`src/rgpc_pkg.sv`:
```
// package for the remote gpio pin configuration block
// assumes a classic wishbone slave with 32-bit data, one register a word
package rgpc_pkg;

  // ---------------------------------------------------------------
  // register word indices and address width
  // ---------------------------------------------------------------
  localparam logic [7:0] PINS_ONE_TWO_IDX  = 8'h1e;
  localparam logic [7:0] PIN_THREE_IDX     = 8'h1f;
  localparam logic [7:0] PINS_FIVE_SIX_IDX = 8'h20;
  localparam logic [7:0] PORT_SELECT_IDX   = 8'h30;
  localparam logic [7:0] PIN_STATUS_IDX    = 8'h31;
  localparam int         ADDR_W            = 10;

  // ---------------------------------------------------------------
  // field positions and reset values
  // ---------------------------------------------------------------
  localparam int         LO_EN_BIT     = 0;
  localparam int         LO_DIR_BIT    = 1;
  localparam int         LO_REM_BIT    = 2;
  localparam int         LO_VAL_BIT    = 3;
  localparam int         HI_EN_BIT     = 4;
  localparam int         HI_DIR_BIT    = 5;
  localparam int         HI_REM_BIT    = 6;
  localparam int         HI_VAL_BIT    = 7;
  localparam logic [7:0] CFG_RESET     = 8'h00;
  localparam logic [7:0] CFG_RESET_SEC = 8'h33;
  localparam logic [7:0] PIN3_RESET_SEC = 8'h03;
  localparam logic [7:0] PIN3_RW_MASK  = 8'h0f;
  localparam int         PIN_COUNT     = 5;

  // ---------------------------------------------------------------
  // pad modes from the {direction, enable} code
  // ---------------------------------------------------------------
  typedef enum logic [1:0] {
    RGPC_FUNC_OUT,
    RGPC_GP_OUT,
    RGPC_TRISTATE,
    RGPC_GP_IN
  } rgpc_mode_type;

  function automatic rgpc_mode_type rgpc_decode(input logic dir_b,
                                                input logic en_b);
    case ({dir_b, en_b})
      2'b00:   rgpc_decode = RGPC_FUNC_OUT;
      2'b01:   rgpc_decode = RGPC_GP_OUT;
      2'b10:   rgpc_decode = RGPC_TRISTATE;
      default: rgpc_decode = RGPC_GP_IN;
    endcase
  endfunction

endpackage

```
`src/rgpc_cfg_if.sv`:
```
// interface carrying stored pin settings from the register file
// assumes one producer (register file) and one consumer (pad logic)
`timescale 1ns/10ps
`default_nettype none
interface rgpc_cfg_if;
  logic [7:0] one_two;
  logic [7:0] three;
  logic [7:0] five_six;
  logic       port_sel;
  modport regs (output one_two, output three, output five_six,
                output port_sel);
  modport pads (input one_two, input three, input five_six,
                input port_sel);
endinterface
`default_nettype wire

```
`src/rgpc_top.sv`:
```
// pin configuration block for five general-purpose pins, remote drive on pins one to three
// assumes a classic wishbone master, 32-bit data, synchronous pad inputs
//
// The Wishbone slave port is implemented in this module.
`timescale 1ns/10ps
`default_nettype none
module rgpc_top
  import rgpc_pkg::*;
(
  input  wire logic                  clk_i,
  input  wire logic                  rst_i,
  input  wire logic                  cyc_i,
  input  wire logic                  stb_i,
  input  wire logic                  we_i,
  input  wire logic [3:0]            sel_i,
  input  wire logic [rgpc_pkg::ADDR_W-1:0] adr_i,
  input  wire logic [31:0]           dat_i,
  output logic      [31:0]           dat_o,
  output logic                       ack_o,
  input  wire logic                  sel_strap_i,
  input  wire logic [2:0]            remote_val_i,
  input  wire logic [4:0]            func_val_i,
  input  wire logic [4:0]            pad_in_i,
  input  wire logic [2:0]            sec_pad_in_i,
  output logic      [4:0]            pad_out_o,
  output logic      [4:0]            pad_oe_n_o,
  output logic      [2:0]            sec_pad_out_o,
  output logic      [2:0]            sec_pad_oe_n_o
);

  rgpc_cfg_if cfg ();

  logic       req;
  logic       wr_ok;
  logic [7:0] idx;
  logic       wr_sel;
  logic       wr_one_two;
  logic       wr_three;
  logic       wr_five_six;
  logic [31:0] rd_next;
  logic [4:0] out_w;
  logic [4:0] oe_n_w;
  logic [4:0] gp_in_w;
  logic [4:0] in_level;
  logic [4:0] in_reg;
  logic [7:0] bit_dir;
  logic [7:0] bit_en;
  logic [7:0] bit_rem;
  logic [7:0] bit_val;

  // ---------------------------------------------------------------
  // wishbone slave: one wait state, ack drops after one cycle
  // ---------------------------------------------------------------
  assign req   = cyc_i && stb_i && !ack_o;
  assign idx   = adr_i[ADDR_W-1:2];
  assign wr_ok = req && we_i && sel_i[0];

  always_comb begin
    wr_sel      = 1'b0;
    wr_one_two  = 1'b0;
    wr_three    = 1'b0;
    wr_five_six = 1'b0;
    if (idx == PORT_SELECT_IDX) begin
      wr_sel = wr_ok;
    end else if (idx == PINS_ONE_TWO_IDX) begin
      wr_one_two = wr_ok;
    end else if (idx == PIN_THREE_IDX) begin
      wr_three = wr_ok;
    end else if (idx == PINS_FIVE_SIX_IDX) begin
      wr_five_six = wr_ok;
    end
  end

  always_comb begin
    rd_next = 32'h0000_0000;
    if (idx == PORT_SELECT_IDX) begin
      rd_next[0] = cfg.port_sel;
    end else if (idx == PINS_ONE_TWO_IDX) begin
      rd_next[7:0] = cfg.one_two;
    end else if (idx == PIN_THREE_IDX) begin
      rd_next[7:0] = cfg.three;
    end else if (idx == PINS_FIVE_SIX_IDX) begin
      rd_next[7:0] = cfg.five_six;
    end else if (idx == PIN_STATUS_IDX) begin
      rd_next[4:0] = in_reg;
    end
  end

  always_ff @(posedge clk_i) begin
    if (rst_i) begin
      ack_o <= 1'b0;
    end else begin
      ack_o <= req;
    end
  end

  always_ff @(posedge clk_i) begin
    if (rst_i) begin
      dat_o <= 32'h0000_0000;
    end else if (req && !we_i) begin
      dat_o <= rd_next;
    end
  end

  rgpc_regs u_regs (
    .clk_i         (clk_i),
    .rst_i         (rst_i),
    .sel_strap_i   (sel_strap_i),
    .wr_sel_i      (wr_sel),
    .wr_one_two_i  (wr_one_two),
    .wr_three_i    (wr_three),
    .wr_five_six_i (wr_five_six),
    .wdata_i       (dat_i[7:0]),
    .cfg           (cfg.regs)
  );

  // ---------------------------------------------------------------
  // per-pin field gather: pins 1, 2, 3, 5, 6 at slots 0..4
  // ---------------------------------------------------------------
  always_comb begin
    bit_dir = {3'b000,
               cfg.five_six[HI_DIR_BIT], cfg.five_six[LO_DIR_BIT],
               cfg.three[LO_DIR_BIT],
               cfg.one_two[HI_DIR_BIT], cfg.one_two[LO_DIR_BIT]};
    bit_en  = {3'b000,
               cfg.five_six[HI_EN_BIT], cfg.five_six[LO_EN_BIT],
               cfg.three[LO_EN_BIT],
               cfg.one_two[HI_EN_BIT], cfg.one_two[LO_EN_BIT]};
    bit_rem = {5'b00000, cfg.three[LO_REM_BIT],
               cfg.one_two[HI_REM_BIT], cfg.one_two[LO_REM_BIT]};
    bit_val = {3'b000,
               cfg.five_six[HI_VAL_BIT], cfg.five_six[LO_VAL_BIT],
               cfg.three[LO_VAL_BIT],
               cfg.one_two[HI_VAL_BIT], cfg.one_two[LO_VAL_BIT]};
  end

  for (genvar p = 0; p < PIN_COUNT; p++) begin : g_pin
    rgpc_pads #(
      .HAS_REMOTE (p < 3)
    ) u_pad (
      .dir_i        (bit_dir[p]),
      .en_i         (bit_en[p]),
      .rem_i        (bit_rem[p]),
      .val_i        (bit_val[p]),
      .remote_val_i ((p < 3) ? remote_val_i[p % 3] : 1'b0),
      .func_val_i   (func_val_i[p]),
      .out_o        (out_w[p]),
      .oe_n_o       (oe_n_w[p]),
      .gp_in_o      (gp_in_w[p])
    );
  end

  // ---------------------------------------------------------------
  // pad routing: secondary pins take pins 1..3 under port select
  // ---------------------------------------------------------------
  always_ff @(posedge clk_i) begin
    if (rst_i) begin
      pad_out_o      <= 5'h00;
      pad_oe_n_o     <= 5'h1f;
      sec_pad_out_o  <= 3'h0;
      sec_pad_oe_n_o <= 3'h7;
    end else if (cfg.port_sel) begin
      sec_pad_out_o  <= out_w[2:0];
      sec_pad_oe_n_o <= oe_n_w[2:0];
      pad_out_o      <= {out_w[4:3], 3'h0};
      pad_oe_n_o     <= {oe_n_w[4:3], 3'h7};
    end else begin
      sec_pad_out_o  <= 3'h0;
      sec_pad_oe_n_o <= 3'h7;
      pad_out_o      <= out_w;
      pad_oe_n_o     <= oe_n_w;
    end
  end

  always_comb begin
    in_level = pad_in_i;
    if (cfg.port_sel) begin
      in_level[2:0] = sec_pad_in_i;
    end
  end

  always_ff @(posedge clk_i) begin
    if (rst_i) begin
      in_reg <= 5'h00;
    end else begin
      in_reg <= in_level & gp_in_w;
    end
  end

  // ---------------------------------------------------------------
  // checks
  // ---------------------------------------------------------------
  a_local_value_out : assert property (
    @(posedge clk_i) disable iff (rst_i)
    (!cfg.one_two[LO_REM_BIT] && !cfg.port_sel
      && cfg.one_two[1:0] == 2'b01 && !ack_o)
      |=> pad_out_o[0] == $past(cfg.one_two[LO_VAL_BIT])
        && !pad_oe_n_o[0])
    else $error("pin one did not drive its local value");

  a_remote_drive_on : assert property (
    @(posedge clk_i) disable iff (rst_i)
    (cfg.three[LO_REM_BIT] && !cfg.port_sel && !ack_o)
      |=> !pad_oe_n_o[2] && pad_out_o[2] == $past(remote_val_i[2]))
    else $error("remote value not driven on pin three");

  a_sec_remote_on : assert property (
    @(posedge clk_i) disable iff (rst_i)
    (cfg.one_two[LO_REM_BIT] && cfg.port_sel)
      |=> !sec_pad_oe_n_o[0]
        && sec_pad_out_o[0] == $past(remote_val_i[0]))
    else $error("remote value not driven on secondary pin one");

  a_remote_ignored : assert property (
    @(posedge clk_i) disable iff (rst_i)
    (!cfg.one_two[HI_REM_BIT] && cfg.one_two[5:4] == 2'b10
      && !cfg.port_sel && !ack_o) |=> pad_oe_n_o[1])
    else $error("pin two not tri-stated with remote off");

  a_pin_three_func : assert property (
    @(posedge clk_i) disable iff (rst_i)
    (!cfg.three[LO_REM_BIT] && cfg.three[1:0] == 2'b00 && !cfg.port_sel)
      |=> !pad_oe_n_o[2] && pad_out_o[2] == $past(func_val_i[2]))
    else $error("pin three not in functional output");

  a_func_mode_out : assert property (
    @(posedge clk_i) disable iff (rst_i)
    (cfg.five_six[1:0] == 2'b00 && !ack_o)
      |=> !pad_oe_n_o[3] && pad_out_o[3] == $past(func_val_i[3]))
    else $error("pin five not in functional output");

  a_gp_input_mode : assert property (
    @(posedge clk_i) disable iff (rst_i)
    (cfg.five_six[5:4] == 2'b11 && !ack_o) |=> pad_oe_n_o[4])
    else $error("pin six driven while in input mode");

  a_gp_in_status : assert property (
    @(posedge clk_i) disable iff (rst_i)
    cfg.five_six[5:4] == 2'b11 |=> in_reg[4] == $past(pad_in_i[4]))
    else $error("pin six input level not captured");

  a_status_masked : assert property (
    @(posedge clk_i) disable iff (rst_i)
    cfg.five_six[1:0] != 2'b11 |=> !in_reg[3])
    else $error("pin five status set outside input mode");

  // ---------------------------------------------------------------
  // routing and field pairing checks
  // ---------------------------------------------------------------
  a_secondary_route : assert property (
    @(posedge clk_i) disable iff (rst_i)
    cfg.port_sel && !ack_o |=> pad_oe_n_o[2:0] == 3'h7)
    else $error("primary pins driven under port select");

  a_primary_quiet : assert property (
    @(posedge clk_i) disable iff (rst_i)
    cfg.port_sel |=> pad_out_o[2:0] == 3'h0)
    else $error("primary pin level not low under port select");

  a_secondary_idle : assert property (
    @(posedge clk_i) disable iff (rst_i)
    !cfg.port_sel |=> sec_pad_oe_n_o == 3'h7 && sec_pad_out_o == 3'h0)
    else $error("secondary pins driven without port select");

  a_sec_gp_input : assert property (
    @(posedge clk_i) disable iff (rst_i)
    (cfg.port_sel && !cfg.one_two[HI_REM_BIT]
      && cfg.one_two[5:4] == 2'b11) |=> sec_pad_oe_n_o[1])
    else $error("secondary pin two driven in input mode");

  a_sec_pin_three : assert property (
    @(posedge clk_i) disable iff (rst_i)
    (cfg.port_sel && !cfg.three[LO_REM_BIT] && cfg.three[1:0] == 2'b01)
      |=> !sec_pad_oe_n_o[2]
        && sec_pad_out_o[2] == $past(cfg.three[LO_VAL_BIT]))
    else $error("secondary pin three did not drive its local value");

  a_upper_pin_code : assert property (
    @(posedge clk_i) disable iff (rst_i)
    (!cfg.port_sel && !cfg.one_two[HI_REM_BIT]
      && cfg.one_two[5:4] == 2'b01)
      |=> !pad_oe_n_o[1] && pad_out_o[1] == $past(cfg.one_two[HI_VAL_BIT]))
    else $error("pin two did not follow its upper code");

  a_lower_pin_code : assert property (
    @(posedge clk_i) disable iff (rst_i)
    (!cfg.port_sel && !cfg.three[LO_REM_BIT] && cfg.three[1:0] == 2'b10)
      |=> pad_oe_n_o[2])
    else $error("pin three not tri-stated by its lower code");

  a_no_remote_five : assert property (
    @(posedge clk_i) disable iff (rst_i)
    cfg.five_six[1:0] == 2'b01
      |=> !pad_oe_n_o[3] && pad_out_o[3] == $past(cfg.five_six[LO_VAL_BIT]))
    else $error("pin five local value overridden");

  a_no_remote_six : assert property (
    @(posedge clk_i) disable iff (rst_i)
    cfg.five_six[5:4] == 2'b01
      |=> !pad_oe_n_o[4] && pad_out_o[4] == $past(cfg.five_six[HI_VAL_BIT]))
    else $error("pin six local value overridden");

  // ---------------------------------------------------------------
  // bus and reset checks
  // ---------------------------------------------------------------
  a_bus_ack_once : assert property (
    @(posedge clk_i) disable iff (rst_i)
    ack_o |=> !ack_o)
    else $error("ack held for more than one cycle");

  a_bus_ack_next : assert property (
    @(posedge clk_i) disable iff (rst_i)
    cyc_i && stb_i && !ack_o |=> ack_o)
    else $error("request not answered in the next cycle");

  a_read_pin_three : assert property (
    @(posedge clk_i) disable iff (rst_i)
    (cyc_i && stb_i && !we_i && !ack_o && idx == PIN_THREE_IDX)
      |=> dat_o[31:4] == 28'h0)
    else $error("pin three register read upper bits");

  a_read_upper_zero : assert property (
    @(posedge clk_i) disable iff (rst_i)
    (cyc_i && stb_i && !we_i && !ack_o) |=> dat_o[31:8] == 24'h0)
    else $error("read data above the register byte not zero");

  a_reset_quiet : assert property (
    @(posedge clk_i)
    rst_i |=> pad_oe_n_o == 5'h1f && sec_pad_oe_n_o == 3'h7 && !ack_o)
    else $error("outputs not released by reset");

endmodule
`default_nettype wire

```
`src/rgpc_regs.sv`:
```
// register file of the pin configuration block
// assumes decoded single-cycle write strobes from the bus slave
`timescale 1ns/10ps
`default_nettype none
module rgpc_regs
  import rgpc_pkg::*;
(
  input  wire logic       clk_i,
  input  wire logic       rst_i,
  input  wire logic       sel_strap_i,
  input  wire logic       wr_sel_i,
  input  wire logic       wr_one_two_i,
  input  wire logic       wr_three_i,
  input  wire logic       wr_five_six_i,
  input  wire logic [7:0] wdata_i,
  rgpc_cfg_if.regs        cfg
);

  logic       sel_reg;
  logic [7:0] one_two_reg;
  logic [7:0] three_reg;
  logic [7:0] five_six_reg;
  logic       reload_reg;

  // ---------------------------------------------------------------
  // port select; reloads dir/enable defaults one cycle after reset
  // ---------------------------------------------------------------
  always_ff @(posedge clk_i) begin
    if (rst_i) begin
      sel_reg    <= 1'b0;
      reload_reg <= 1'b1;
    end else begin
      reload_reg <= 1'b0;
      if (reload_reg) begin
        sel_reg <= sel_strap_i;
      end else if (wr_sel_i) begin
        sel_reg <= wdata_i[0];
      end
    end
  end

  always_ff @(posedge clk_i) begin
    if (rst_i) begin
      one_two_reg <= CFG_RESET;
    end else if (reload_reg) begin
      one_two_reg <= sel_strap_i ? CFG_RESET_SEC : CFG_RESET;
    end else if (wr_one_two_i) begin
      one_two_reg <= wdata_i;
    end
  end

  always_ff @(posedge clk_i) begin
    if (rst_i) begin
      three_reg <= CFG_RESET;
    end else if (reload_reg) begin
      three_reg <= sel_strap_i ? PIN3_RESET_SEC : CFG_RESET;
    end else if (wr_three_i) begin
      three_reg <= wdata_i & PIN3_RW_MASK;
    end
  end

  always_ff @(posedge clk_i) begin
    if (rst_i) begin
      five_six_reg <= CFG_RESET;
    end else if (wr_five_six_i) begin
      five_six_reg <= wdata_i;
    end
  end

  assign cfg.one_two  = one_two_reg;
  assign cfg.three    = three_reg;
  assign cfg.five_six = five_six_reg;
  assign cfg.port_sel = sel_reg;

  a_pin3_upper_zero : assert property (
    @(posedge clk_i) disable iff (rst_i)
    three_reg[7:4] == 4'h0)
    else $error("pin three upper bits not zero");

  a_sec_reset_dir : assert property (
    @(posedge clk_i) disable iff (rst_i)
    (reload_reg && sel_strap_i) |=> (one_two_reg == CFG_RESET_SEC)
      && (three_reg == PIN3_RESET_SEC))
    else $error("secondary reset defaults not loaded");

  a_five_six_store : assert property (
    @(posedge clk_i) disable iff (rst_i)
    wr_five_six_i |=> five_six_reg == $past(wdata_i))
    else $error("pins five six register lost a write");

endmodule
`default_nettype wire

```
`src/rgpc_pads.sv`:
```
// pad control for one pin: mode decode and output choice
// assumes settings are stable registers and remote values synchronous
`timescale 1ns/10ps
`default_nettype none
module rgpc_pads
  import rgpc_pkg::*;
#(
  parameter bit HAS_REMOTE = 1'b1
) (
  input  wire logic dir_i,
  input  wire logic en_i,
  input  wire logic rem_i,
  input  wire logic val_i,
  input  wire logic remote_val_i,
  input  wire logic func_val_i,
  output logic      out_o,
  output logic      oe_n_o,
  output logic      gp_in_o
);

  rgpc_mode_type mode;
  logic          rem_on;

  always_comb begin
    mode   = rgpc_decode(dir_i, en_i);
    rem_on = HAS_REMOTE && rem_i;
    out_o  = 1'b0;
    oe_n_o = 1'b1;
    gp_in_o = 1'b0;
    if (rem_on) begin
      out_o  = remote_val_i;
      oe_n_o = 1'b0;
    end else begin
      case (mode)
        RGPC_FUNC_OUT: begin
          out_o  = func_val_i;
          oe_n_o = 1'b0;
        end
        RGPC_GP_OUT: begin
          out_o  = val_i;
          oe_n_o = 1'b0;
        end
        RGPC_TRISTATE: begin
          oe_n_o = 1'b1;
        end
        default: begin
          gp_in_o = 1'b1;
        end
      endcase
    end
  end

endmodule
`default_nettype wire

```
`config.mk`:
```
export PLATFORM = sky130hd
export DESIGN_NAME = rgpc_top
export DESIGN_NICKNAME = d
export VERILOG_FILES = /design/src/rgpc_pkg.sv /design/src/rgpc_cfg_if.sv /design/src/rgpc_top.sv /design/src/rgpc_regs.sv /design/src/rgpc_pads.sv
export SDC_FILE = /design/constraint.sdc
export NUM_CORES = 1
export LEC_CHECK = 0
export CAP_MARGIN = 10
export CORE_ASPECT_RATIO = 1.25
export CORE_MARGIN = 2
export CORE_UTILIZATION = 55
export CTS_CLUSTER_DIAMETER = 100
export CTS_CLUSTER_SIZE = 16
export DETAILED_ROUTE_END_ITERATION = 10
export DONT_BUFFER_PORTS = 1
export PLACE_DENSITY = 0.78
export REMOVE_ABC_BUFFERS = 1
export SLEW_MARGIN = 5
export SYNTH_ARGS = -nofsm -noshare
export SYNTH_HDL_FRONTEND = slang
export SYNTH_SLANG_ARGS = --single-unit
```
`constraint.sdc`:
```
create_clock -name clk_i -period 1.5 [get_ports clk_i]
set_input_delay 0.075 -clock clk_i [delete_from_list [all_inputs] [get_ports clk_i]]
set_output_delay 0.075 -clock clk_i [all_outputs]
set_load 0.02 [all_outputs]
```
Word level (Yosys, flattened, before mapping)
Index checks and enable logic that the tools add are counted.
- muxes and demuxes: 56
- reductions and logical operators: 32
- bitwise gates (word level): 2
- eq/ne operators: 25
- operator list (operator ; count):
    8-bit two-way mux ; 6
    1-bit two-way mux ; 33
    2-bit one-hot mux with 3 select lines ; 5
    8-bit by 6-bit == test with 1-bit output (second input constant) ; 3
    2-bit by 1-bit == test with 1-bit output (second input constant) ; 10
    2-bit == test (second input constant) ; 10
    2-bit logical NOT ; 10
    8-bit by 5-bit == test with 1-bit output (second input constant) ; 2
    3-bit OR reduction ; 5
    2-bit OR reduction ; 7
    5-bit two-way mux ; 2
    1-bit one-hot mux with 2 select lines ; 5
    7-bit two-way mux ; 1
    3-bit two-way mux ; 2
    6-bit two-way mux ; 1
    2-bit nonzero test ; 3
    5-bit bitwise AND ; 1
    1-bit logical AND ; 5
    1-bit logical NOT ; 2
    2-bit two-way mux ; 1
    1-bit inverter ; 1
- input port bits: 68
- bits in registers: 56

Logic depth before layout (Yosys ltp)
Gate-level depths: netlist of run 1.
- depth in word-level cells: 9
- depth in mapped cells: 6
- depth with buffers taken out: 4

Cells and area by module
A second synthesis of run 1 with hierarchy kept.
- cells, all modules: 274
- area, all modules: 2581.2 um2
- modules (own cells, without submodules) (module ; cells an instance ; seq. area each (um2) ; times used ; area an instance (um2)):
    rgpc_top ; 173 ; 600.6 ; 1 ; 1560.2
    rgpc_regs ; 78 ; 440.4 ; 1 ; 843.3
    rgpc_pads at g_pin[0].u_pad ... ; 5 ; 0.0 ; 3 ; 42.5
    rgpc_pads at g_pin[3].u_pad ... ; 4 ; 0.0 ; 2 ; 25.0

Worst setup path after synthesis of run 1
No wires, ideal clock.
- path type: register -> register
- start point: reg ack_o
- end point: reg u_regs.one_two_reg[0] (netlist: u_regs.cfg.one_two[0])
- data required time: 1.363 ns
- arrival: 1.609 ns
- stages on the path, launching flop included: 5
- setup slack: -0.245 ns
- cells stage by stage: dfxtp_1 > nand3b_1 > nor4_4 > mux2i_1 > a21oi_1
- word-level cells in the longest chain between the ends: 7
- RTL lines (what ; RTL line ; source):
    from (decl) ; rgpc_top.sv:19 ; output logic ack_o,
    from (signal assigned) ; rgpc_top.sv:93 ; ack_o <= req;
    1-bit logical NOT ; rgpc_top.sv:54 ; assign req = cyc_i && stb_i && !ack_o;
    1-bit logical AND ; rgpc_top.sv:54 ;
    1-bit logical AND (2 in series) ; rgpc_top.sv:56 ; assign wr_ok = req && we_i && sel_i[0];
    1-bit two-way mux ; rgpc_top.sv:65 ; end else if (idx == PINS_ONE_TWO_IDX) begin
    1-bit two-way mux ; rgpc_top.sv:63 ; if (idx == PORT_SELECT_IDX) begin
    2-bit nonzero test (no line) ; -- ;
    to (signal assigned) ; rgpc_regs.sv:46 ; one_two_reg <= sel_strap_i ? CFG_RESET_SEC : CFG_RESET;
    to (signal assigned) ; rgpc_regs.sv:48 ; one_two_reg <= wdata_i;
    to (decl) ; rgpc_regs.sv:20 ; logic [7:0] one_two_reg;
Every way passes these cells.
A chain may end at the register's enable or synchronous reset.

Final worst setup path of run 1
- start point: reg ack_o
- end point: reg u_regs.five_six_reg[4] (netlist: u_regs.cfg.five_six[4])
- word-level cells in the longest chain between the ends: 8
- RTL lines (what ; RTL line ; source):
    1-bit logical NOT ; rgpc_top.sv:54 ;
    1-bit logical AND ; rgpc_top.sv:54 ;
    1-bit logical AND (2 in series) ; rgpc_top.sv:56 ;
    1-bit two-way mux ; rgpc_top.sv:69 ; end else if (idx == PINS_FIVE_SIX_IDX) begin
    1-bit two-way mux ; rgpc_top.sv:67 ; end else if (idx == PIN_THREE_IDX) begin
    1-bit two-way mux ; rgpc_top.sv:65 ;
    1-bit two-way mux ; rgpc_top.sv:63 ;
    to (signal assigned) ; rgpc_regs.sv:66 ; five_six_reg <= wdata_i;
    to (decl) ; rgpc_regs.sv:22 ; logic [7:0] five_six_reg;
Every way passes these cells.

==> summary.txt, run 1 <==
status - complete, but fails checks
failing checks - hold timing, setup timing
hold_sp - dat_i[1]
fraction of layout cells with a size suffix above 1 - 0.204
die area - 4780 um2
die width - 62.2 um
Num CTS Buffers - 5
worst r2r src - ack_o
warnings from Yosys - 0
Congestion Overflow GR - 0
count leader, synth - dfxtp_1
Clk Latency, worst-skew pair - 300 ps
final wirelength - 5900 um
die height - 76.8 um
core area - 4070 um2
post-synthesis mux area share - 0.100
class of the worst hold path - in2reg
Adder-Cell Fraction of Synth Area - 0
Slew Limit Fails - 0
worst setup margin - -19.9 ps
Crit path max-delay family - simple AND/OR/NAND/NOR gates
Combinational Power Share - 0.098
Lkg Pwr - 1.04 nW
worst-margin pin slew - 982 ps
R2R Path End - u_regs.cfg.five_six[4]
Power Density - 1010 nW/um2
Max Cap Viol - 0
first-pass GRT wire length - 8810 um
Synth Cell Area - 2330 um2
skew final - 9.12 ps
Critical Path RT - 1650 ps
largest net degree at the start of global routing - 25
Yosys top cell area share - 0.447
sequential power share - 0.518
Worst Hold Path EP - u_regs.cfg.three[1]
# IOs - 117
Seq/Total Area, Yosys - 0.447
clock-pin slew on the worst setup and hold paths - 90 ps
CTS tree - done
critical path launch point type - register
via count - 1949
Post-DRT Antenna Nets - 0
number of distinct library cells after synthesis - 44
setup violation total in the final timing report - 4
Synth Area per Inst - 9.51 um2
Port Buffers - 0
Mapped Cells - 245
FILL cells - 302
footprint of the multi-input gates - 1240 um2
Total GRT Usage - 0.234
crit path cell chain - nand3b_1, buf_4, or2_4, buf_6, o21ai_2, a21oi_2
H-Tree Depth - 2
fin crit share - 1.01
cell depth of the worst min-delay path - 2
slowest stage delay, CP - 330 ps
number of global-route vias before repair - 1870
cell accounting for the most synthesized area - dfxtp_1
Clock Power Share - 0.384
Max FO, Critical Path - 8
internal power component - 2.19 mW
n_diodes - 0
slowest cell on the critical path - dfxtp_2
reg2reg setup slack - -20 ps
Initial DRT Pass Iterations - 4
area delta synth->final - 22.1%
Synth Register Bits - 52
Sequential Area - 1040 um2
clk buf depth - 2
Rows - 26
number of synthesized flops with an enable pin - 0
Starting DRT DRC Count - 139
CTS root buffer - clkbuf_8
sw frac - 0.235
Final min period - 1520 ps
CP startpoint - ack_o
largest family of logic cells by synthesized area - simple AND/OR/NAND/NOR gates
Critical Path Sink Type - register
# DRC - 0
critical path depth - 6
final core utilization - 0.700
nets - 348
worst vdd ir - 0.671 mV
Buffers & Inverters on Critical Path - 2
final hold viol count - 1
GP Congestion - 0.909
clock sinks - 52
synth top area cells - dfxtp_1, mux2i_1, buf_4, a21oi_1, o21ai_0
Slew HR - 0.343
Async SR Flop Fraction - 0
critical path arrival - 1670 ps
r2r worst-path depth - 6
wire per inst - 17.6 um
post-synthesis xor/xnor area fraction - 0
RSZ-0062 raised after global routing - yes
Simple-Gate Fraction of Synth Area - 0.199
synth cell count leaders - dfxtp_1, buf_4, mux2i_1
initial antenna violation count - 0
net switching power - 0.671 mW
HPWL Detailed - 3930 um
complex-gate fraction of the synthesized area - 0.157
Hold Slack - -2.59 ps
ys flop type - dfxtp_1
crit path kind - reg2reg
fmax - 0.658 GHz
vias per inst - 5.80
initial core utilization - 0.573
setup TNS - -49.8 ps
what timing repair did:
action | in CTS | in global routing
pin swaps | 2 | 9
hold endpoints to repair | 43 | 1
gates resized for setup | 0 | 33
buffers inserted | 2 | 4
hold buffers | 17 | 1
setup endpoints to repair | 17 | 28
layout by cell type (no fill, tap or decap), types with 2 or more instances in the layout:
cell type / synthesis / layout
a21oi_1: 18 / 14
inv_1: 2 / 2
o21ai_2: 0 / 7
bufinv_16: 0 / 2
and4b_1: 3 / 3
a32o_1: 3 / 3
mux2i_1: 20 / 20
dfxtp_1: 52 / 51
buf_6: 0 / 3
nor2_1: 19 / 18
buf_4: 24 / 16
nand3_2: 0 / 3
o21ai_1: 0 / 2
mux2_2: 3 / 3
a22oi_1: 3 / 3
nor4b_1: 5 / 5
a21oi_2: 0 / 4
nand3_1: 11 / 8
or2_2: 4 / 3
a22o_1: 8 / 8
nor3_1: 6 / 6
o21ai_0: 15 / 6
dlygate4sd3_1: 0 / 18
nand2_1: 11 / 11
and3_1: 3 / 3
clkbuf_8: 0 / 5
conb_1: 1 / 24
nand2b_1: 4 / 4
final cells by class:
class / instances / share of cell area
clock inverters: 2 / 0.0211
well taps: 56 / 0.0246
clock buffers: 5 / 0.0242
flip-flops and latches: 52 / 0.366
repair buffers: 38 / 0.124
multi-input cells: 181 / 0.437
inverters: 2 / 0.00264
power groups by stage:
stage | sequential (mW) | combinational (mW) | clock, mW
final | 1.48 | 0.281 | 1.10
after global routing | 1.49 | 0.300 | 1.15
after CTS | 1.48 | 0.256 | 1.11
after detailed placement | 1.51 | 0.200 | 0
after global placement | 1.51 | 0.197 | 0
after floorplan | 1.50 | 0.155 | 0
logic make-up after synthesis:
kind of cell    Yosys count
compound gates           56
buf+inv                  35
flops                    52
mux                      23
other cells               1
simple gates             78
stage by stage:
stage	hold slack (ps)	cell area, um2	total power [mW]	instances	setup WS (ps)
2_1_floorplan	103	2200	1.66	235	-464
3_3_place_gp	107	2400	1.71	306	-34.4
3_5_place_dp	106	2400	1.71	306	-79.2
4_1_cts	0.332	2710	2.84	332	-29.3
5_1_grt	25.0	2850	2.94	336	-94.3
6_report	-2.59	2850	2.86	336	-19.9
worst max-delay path by stage:
stage | end | slack, ps
global route | u_regs.cfg.one_two[4] | -90
CTS | u_regs.cfg.one_two[4] | -30
finish | u_regs.cfg.five_six[4] | -20
global placement | u_regs.cfg.one_two[4] | -30
floorplan | dat_o[6] | -460
detailed placement | u_regs.cfg.one_two[0] | -80
metal layers:
metal / share of wire / global-route usage / vias up / wire length, um
li1: - / - / 912 / -
met5: 0 / 0 / - / 0
met4: 0.038 / 0.167 / 0 / 227
met3: 0.061 / 0.0513 / 18 / 360
met1: 0.39 / 0.254 / 925 / 2290
met2: 0.51 / 0.402 / 94 / 3020
worst reg2reg max path: stages, from the launching register on:
cell and delay, ps:
dfxtp_2 330, nand3b_1 230, buf_4 190, or2_4 240, buf_6 150, o21ai_2 150
a21oi_2 90
No activity file was read; power rests on OpenSTA's default activity.
==> inputs of run 2 (changes only) <==
--- a/config.mk
+++ b/config.mk
@@ -13,7 +13,7 @@
 export CTS_CLUSTER_SIZE = 16
 export DETAILED_ROUTE_END_ITERATION = 10
 export DONT_BUFFER_PORTS = 1
-export PLACE_DENSITY = 0.78
+export PLACE_DENSITY = 0.75
 export REMOVE_ABC_BUFFERS = 1
 export SLEW_MARGIN = 5
 export SYNTH_ARGS = -nofsm -noshare
==> constraint.sdc (replaced) <==
create_clock -name clk_i -period 1.7 [get_ports clk_i]
set_input_delay 0.085 -clock clk_i [delete_from_list [all_inputs] [get_ports clk_i]]
set_output_delay 0.085 -clock clk_i [all_outputs]
set_load 0.02 [all_outputs]
==> run 2 against run 1 <==
Against the previous run:
- the run now ends clean
- cell count down 1.5%
- highest routed layer unchanged
- via count is 3.6% lower
- design area shrank 5.0%
- sequential share of layout area is 1.9 points higher
- largest power group unchanged
- critical endpoint is now u_regs.cfg.one_two[0]
- critical path type unchanged
- first-iteration DRC count shrank 24%
- combinational power is 17% lower
- maximum frequency down 7.6%
- register-to-register slack improved by 70 ps
- clock power is 18% lower
==> summary.txt, run 2 (synthesis gave the netlist of run 1 again) <==
clk buf depth - 2 (unchanged)
n_diodes - 0 (unchanged)
FILL cells - 332 (+9.9%)
Slew HR - 0.375 (+0.0310)
H-Tree Depth - 2 (unchanged)
most common cell after layout, fill and taps aside - dfxtp_1
clock sinks - 52 (unchanged)
first-pass GRT wire length - 8800 um (-0.16%)
Power Density - 902 nW/um2 (-10%)
Max Cap Viol - 0 (unchanged)
Post-DRT Antenna Nets - 0 (unchanged)
# DRC - 0 (unchanged)
metal3 WL - 326 um (-9.4%)
Initial DRT Pass Iterations - 4 (unchanged)
Sequential Area - 1040 um2 (unchanged)
HPWL Detailed - 3920 um (-0.36%)
Final min period - 1650 ps (+126 ps)
fmax - 0.608 GHz (-7.6%)
Rows - 26 (unchanged)
placed insts - 303 (-0.98%)
area delta synth->final - 16.0%
die width - 62.2 um (unchanged)
# IOs - 117 (unchanged)
via count - 1878 (-3.6%)
critical path launch point type - register
skew final - 4.28 ps (-4.84 ps)
CTS tree - done
status - complete, no violations
Hold Slack - 15.8 ps (+18.4 ps)
routed wl met2 - 2950 um (-2.5%)
Finished Layout Cells - 331 (-1.5%)
initial antenna violation count - 0 (unchanged)
worst-margin pin slew - 935 ps (-46.4 ps)
Total GRT Usage - 0.235 (+0.000438)
Slew Limit Fails - 0 (unchanged)
critical path arrival - 1820 ps (+150 ps)
largest net degree at the start of global routing - 24 (-4.0%)
Port Buffers - 0 (unchanged)
worst setup margin - 54.3 ps (+74.2 ps)
final hold viol count - 0 (-1)
clock-pin slew on the worst setup and hold paths - 90 ps (about the same)
Critical Path Sink Type - register
footprint of the multi-input gates - 1160 um2 (-6.5%)
final wirelength - 5650 um (-4.3%)
Congestion Overflow GR - 0 (unchanged)
die area - 4780 um2 (unchanged)
setup violation total in the final timing report - 0 (-4)
WL met1 - 2270 um (-0.57%)
wire per inst - 17.1 um (-2.8%)
class of the worst hold path - in2reg
Place WS - 70.2 ps (+149 ps)
initial core utilization - 0.573 (unchanged)
nets - 342 (-1.7%)
core area - 4070 um2 (unchanged)
Lkg Pwr - 1.00 nW (-3.8%)
crit path kind - reg2reg
setup TNS - 0 ps (+49.8 ps)
GP Congestion - 0.843 (-7.3%)
Clk Latency, worst-skew pair - 310 ps (about the same)
most frequent cells in the layout - dfxtp_1, conb_1, mux2i_1, nor2_1, dlygate4sd3_1
die height - 76.8 um (unchanged)
fraction of layout cells with a size suffix above 1 - 0.127 (-0.0763)
number of global-route vias before repair - 1858 (-0.64%)
CTS root buffer - clkbuf_8
Max FO, Critical Path - 8 (unchanged)
worst vdd ir - 0.545 mV (-19%)
Critical Path RT - 1880 ps (+230 ps)
Starting DRT DRC Count - 105 (-24%)
DR top layer - met4
Num CTS Buffers - 5 (unchanged)
final core utilization - 0.665 (-0.0351)
vias per inst - 5.67 (-2.2%)
fin crit share - 0.968 (-0.0452)
run 2: cell count changes in the layout (fill, tap and decap cells not counted), sizes merged:
cell         delta
buf             -7
bufinv          -1
clkbuf          +1
clkinv          +1
dlygate4sd3     +1
run 2: what timing repair did:
action | CTS | global route
hold buffers | 19 | 0
setup endpoints to repair | 0 | 3
setup buffers | 0 | 1
hold endpoints to repair | 44 | 0
gates resized for setup | 0 | 3
run 2: final timing paths:
check             slack, ps                    from  cells past startpoint                endpoint
setup / recovery         50                   ack_o                      5   u_regs.cfg.one_two[0]
hold / removal           20                   rst_i                      2     u_regs.cfg.three[3]
setup reg to reg         50                   ack_o                      5   u_regs.cfg.one_two[0]
hold reg to reg         490  u_regs.cfg.five_six[6]                      2  u_regs.cfg.five_six[6]
run 2: through the flow:
stage / cell area, um2 / power [mW]
4_1_cts: 2690 / 2.44
5_1_grt: 2700 / 2.51
6_report: 2700 / 2.44
3_3_place_gp: 2370 / 1.51
2_1_floorplan: 2200 / 1.46
3_5_place_dp: 2370 / 1.51
run 2: where the power goes:
part | total, mW | switching [mW] | internal [mW]
Clock | 0.902 | 0.420 | 0.482
Combinational | 0.233 | 0.143 | 0.0901
Sequential | 1.31 | 0.0515 | 1.25
Total | 2.44 | 0.615 | 1.83
run 2: layout make-up:
cell class                      count  area share
Multi-Input combinational cell    181       0.430
Sequential cell                    52       0.385
Timing Repair Buffer               32       0.111
Clock buffer                        6      0.0305
Tap cell                           56      0.0259
Clock inverter                      2      0.0143
Inverter                            2     0.00278
run 2: critical path, cell delays in order (launching register included):
cell	delay [ps]
dfxtp_1	320
nand3b_1	310
nor4_4	390
buf_12	180
mux2i_1	220
a21oi_1	90
run 2: layer usage:
layer / up-vias / global-route usage
met5: - / 0
met4: 0 / 0.0956
met3: 7 / 0.0733
met2: 72 / 0.421
met1: 895 / 0.256
li1: 904 / -
==> inputs of run 3 (changes only) <==
--- a/config.mk
+++ b/config.mk
@@ -15,6 +15,7 @@
 export DONT_BUFFER_PORTS = 1
 export PLACE_DENSITY = 0.75
 export REMOVE_ABC_BUFFERS = 1
+export SETUP_SLACK_MARGIN = 0.1
 export SLEW_MARGIN = 5
 export SYNTH_ARGS = -nofsm -noshare
 export SYNTH_HDL_FRONTEND = slang
==> run 3 against run 2 <==
Against the previous run:
- clock-buffer cell count is the same
- global-route usage grew 0.15 points
- critical endpoint is now dat_o[3]
- utilization grew 0.86 points
- clock power is essentially flat
- sequential share of layout area shrank 0.49 points
- total power grew 0.16%
==> summary.txt, run 3 (synthesis gave the netlist of run 1 again) <==
number of global-route vias before repair - 1849 (-0.48%)
nets - 344 (+0.58%)
Pwr Total - 2.44 mW (+0.16%)
via count - 1904 (+1.4%)
H-Tree Depth - 2 (unchanged)
crit path kind - reg2reg
skew final - 2.71 ps (-1.57 ps)
# IOs - 117 (unchanged)
clk buf depth - 2 (unchanged)
GP Congestion - 0.843 (unchanged)
vias per inst - 5.72 (+0.78%)
die height - 76.8 um (unchanged)
# DRC - 0 (unchanged)
RSZ-0062 raised after global routing - no
setup violation total in the final timing report - 0 (unchanged)
Buffers & Inverters on Critical Path - 2 (+1)
CTS tree - done
Initial DRT Pass Iterations - 4 (unchanged)
Critical Path RT - 1940 ps (+60 ps)
fmax - 0.663 GHz (+9.2%)
setup TNS - 0 ps (unchanged)
clock sinks - 52 (unchanged)
clock-pin slew on the worst setup and hold paths - 90 ps (about the same)
die width - 62.2 um (unchanged)
slowest stage delay, CP - 330 ps (-60 ps)
Critical Path Sink Type - register
critical path arrival - 1750 ps (-70 ps)
fraction of layout cells with a size suffix above 1 - 0.134 (+0.00630)
area delta synth->final - 17.5%
worst-margin pin slew - 916 ps (-19.6 ps)
Congestion Overflow GR - 0 (unchanged)
Port Buffers - 0 (unchanged)
HPWL Detailed - 3920 um (unchanged)
Total GRT Usage - 0.236 (+0.00148)
Num CTS Buffers - 5 (unchanged)
Power Density - 892 nW/um2 (-1.1%)
Crit path max-delay family - compound AO/OA/AOI/OAI gates
slowest cell on the critical path - dfxtp_2
Lkg Pwr - 1.02 nW (+2.0%)
initial core utilization - 0.573 (unchanged)
Starting DRT DRC Count - 123 (+17%)
Slew Limit Fails - 0 (unchanged)
crit path cell chain - nand3b_1, buf_4, a2111oi_4, buf_4, o21ai_0, o21ai_0
most common cell after layout, fill and taps aside - dfxtp_1
n_diodes - 0 (unchanged)
wire per inst - 17.1 um (+0.46%)
Max FO, Critical Path - 4 (-4)
status - complete, no violations
core area - 4070 um2 (unchanged)
initial antenna violation count - 0 (unchanged)
Slew HR - 0.388 (+0.0131)
final wirelength - 5710 um (+1.1%)
final core utilization - 0.674 (+0.00861)
critical path launch point type - register
CTS root buffer - clkbuf_8
first-pass GRT wire length - 8850 um (+0.63%)
Rows - 26 (unchanged)
class of the worst hold path - in2reg
Final min period - 1510 ps (-138 ps)
most frequent cells in the layout - dfxtp_1, conb_1, mux2i_1, nor2_1, dlygate4sd3_1
Clk Latency, worst-skew pair - 310 ps (about the same)
Max Cap Viol - 0 (unchanged)
worst vdd ir - 0.550 mV (+0.92%)
fin crit share - 0.887 (-0.0812)
final hold viol count - 0 (unchanged)
Post-DRT Antenna Nets - 0 (unchanged)
die area - 4780 um2 (unchanged)
largest net degree at the start of global routing - 24 (unchanged)
run 3: changes by cell type in the layout (fill, tap and decap cells not counted), sizes merged:
| cell | change |
|---|---|
| buf | +2 |
run 3: cell type report:
class                      instances  area, um2
fill                             327       1330
sequential                        52       1040
timing repair buffer              34        319
tap                               56       70.1
multi-input combinational        181       1180
clock buffer                       6       82.6
inverter                           2       7.51
clock inverter                     2       38.8
run 3: path summary, 6_finish.rpt:
check	from	endpoint	slack (ps)	depth (start not counted)
max	ack_o	dat_o[3]	190	6
min	rst_i	u_regs.cfg.three[3]	10	2
min reg2reg	u_regs.cfg.five_six[6]	u_regs.cfg.five_six[6]	490	2
max reg2reg	ack_o	dat_o[3]	190	6
run 3: power by group:
part / leakage [nW] / internal [mW] / total (mW) / switching (mW)
Clock: 0.0614 / 0.482 / 0.900 / 0.418
Combinational: 0.535 / 0.0932 / 0.239 / 0.146
Sequential: 0.425 / 1.25 / 1.31 / 0.0516
Total: 1.02 / 1.83 / 2.44 / 0.616
run 3: routing by layer:
layer / GRT usage / share of wire / wire length [um]
met1: 0.261 / 0.40 / 2290
met2: 0.420 / 0.52 / 2940
met3: 0.0733 / 0.063 / 359
met4: 0.0956 / 0.020 / 116
met5: 0 / 0 / 0
run 3: timing repair:
item | 4_1_cts | 5_1_grt
hold endpoints to repair | 44 | 0
buffers inserted | 2 | 1
hold buffers | 19 | 0
endpoints found under the setup margin | 4 | 12
gates resized for setup | 0 | 5
pin swaps | 0 | 2
run 3: stage by stage:
step / std cells / worst slack [ps] / instance area (um2) / hold slack, ps
floorplan: 235 / -274 / 2200 / 113
global placement: 303 / 100 / 2370 / 117
detailed placement: 303 / 70.2 / 2370 / 115
CTS: 332 / 151 / 2700 / 14.2
global route: 333 / 105 / 2740 / 34.1
finish: 333 / 192 / 2740 / 15.0
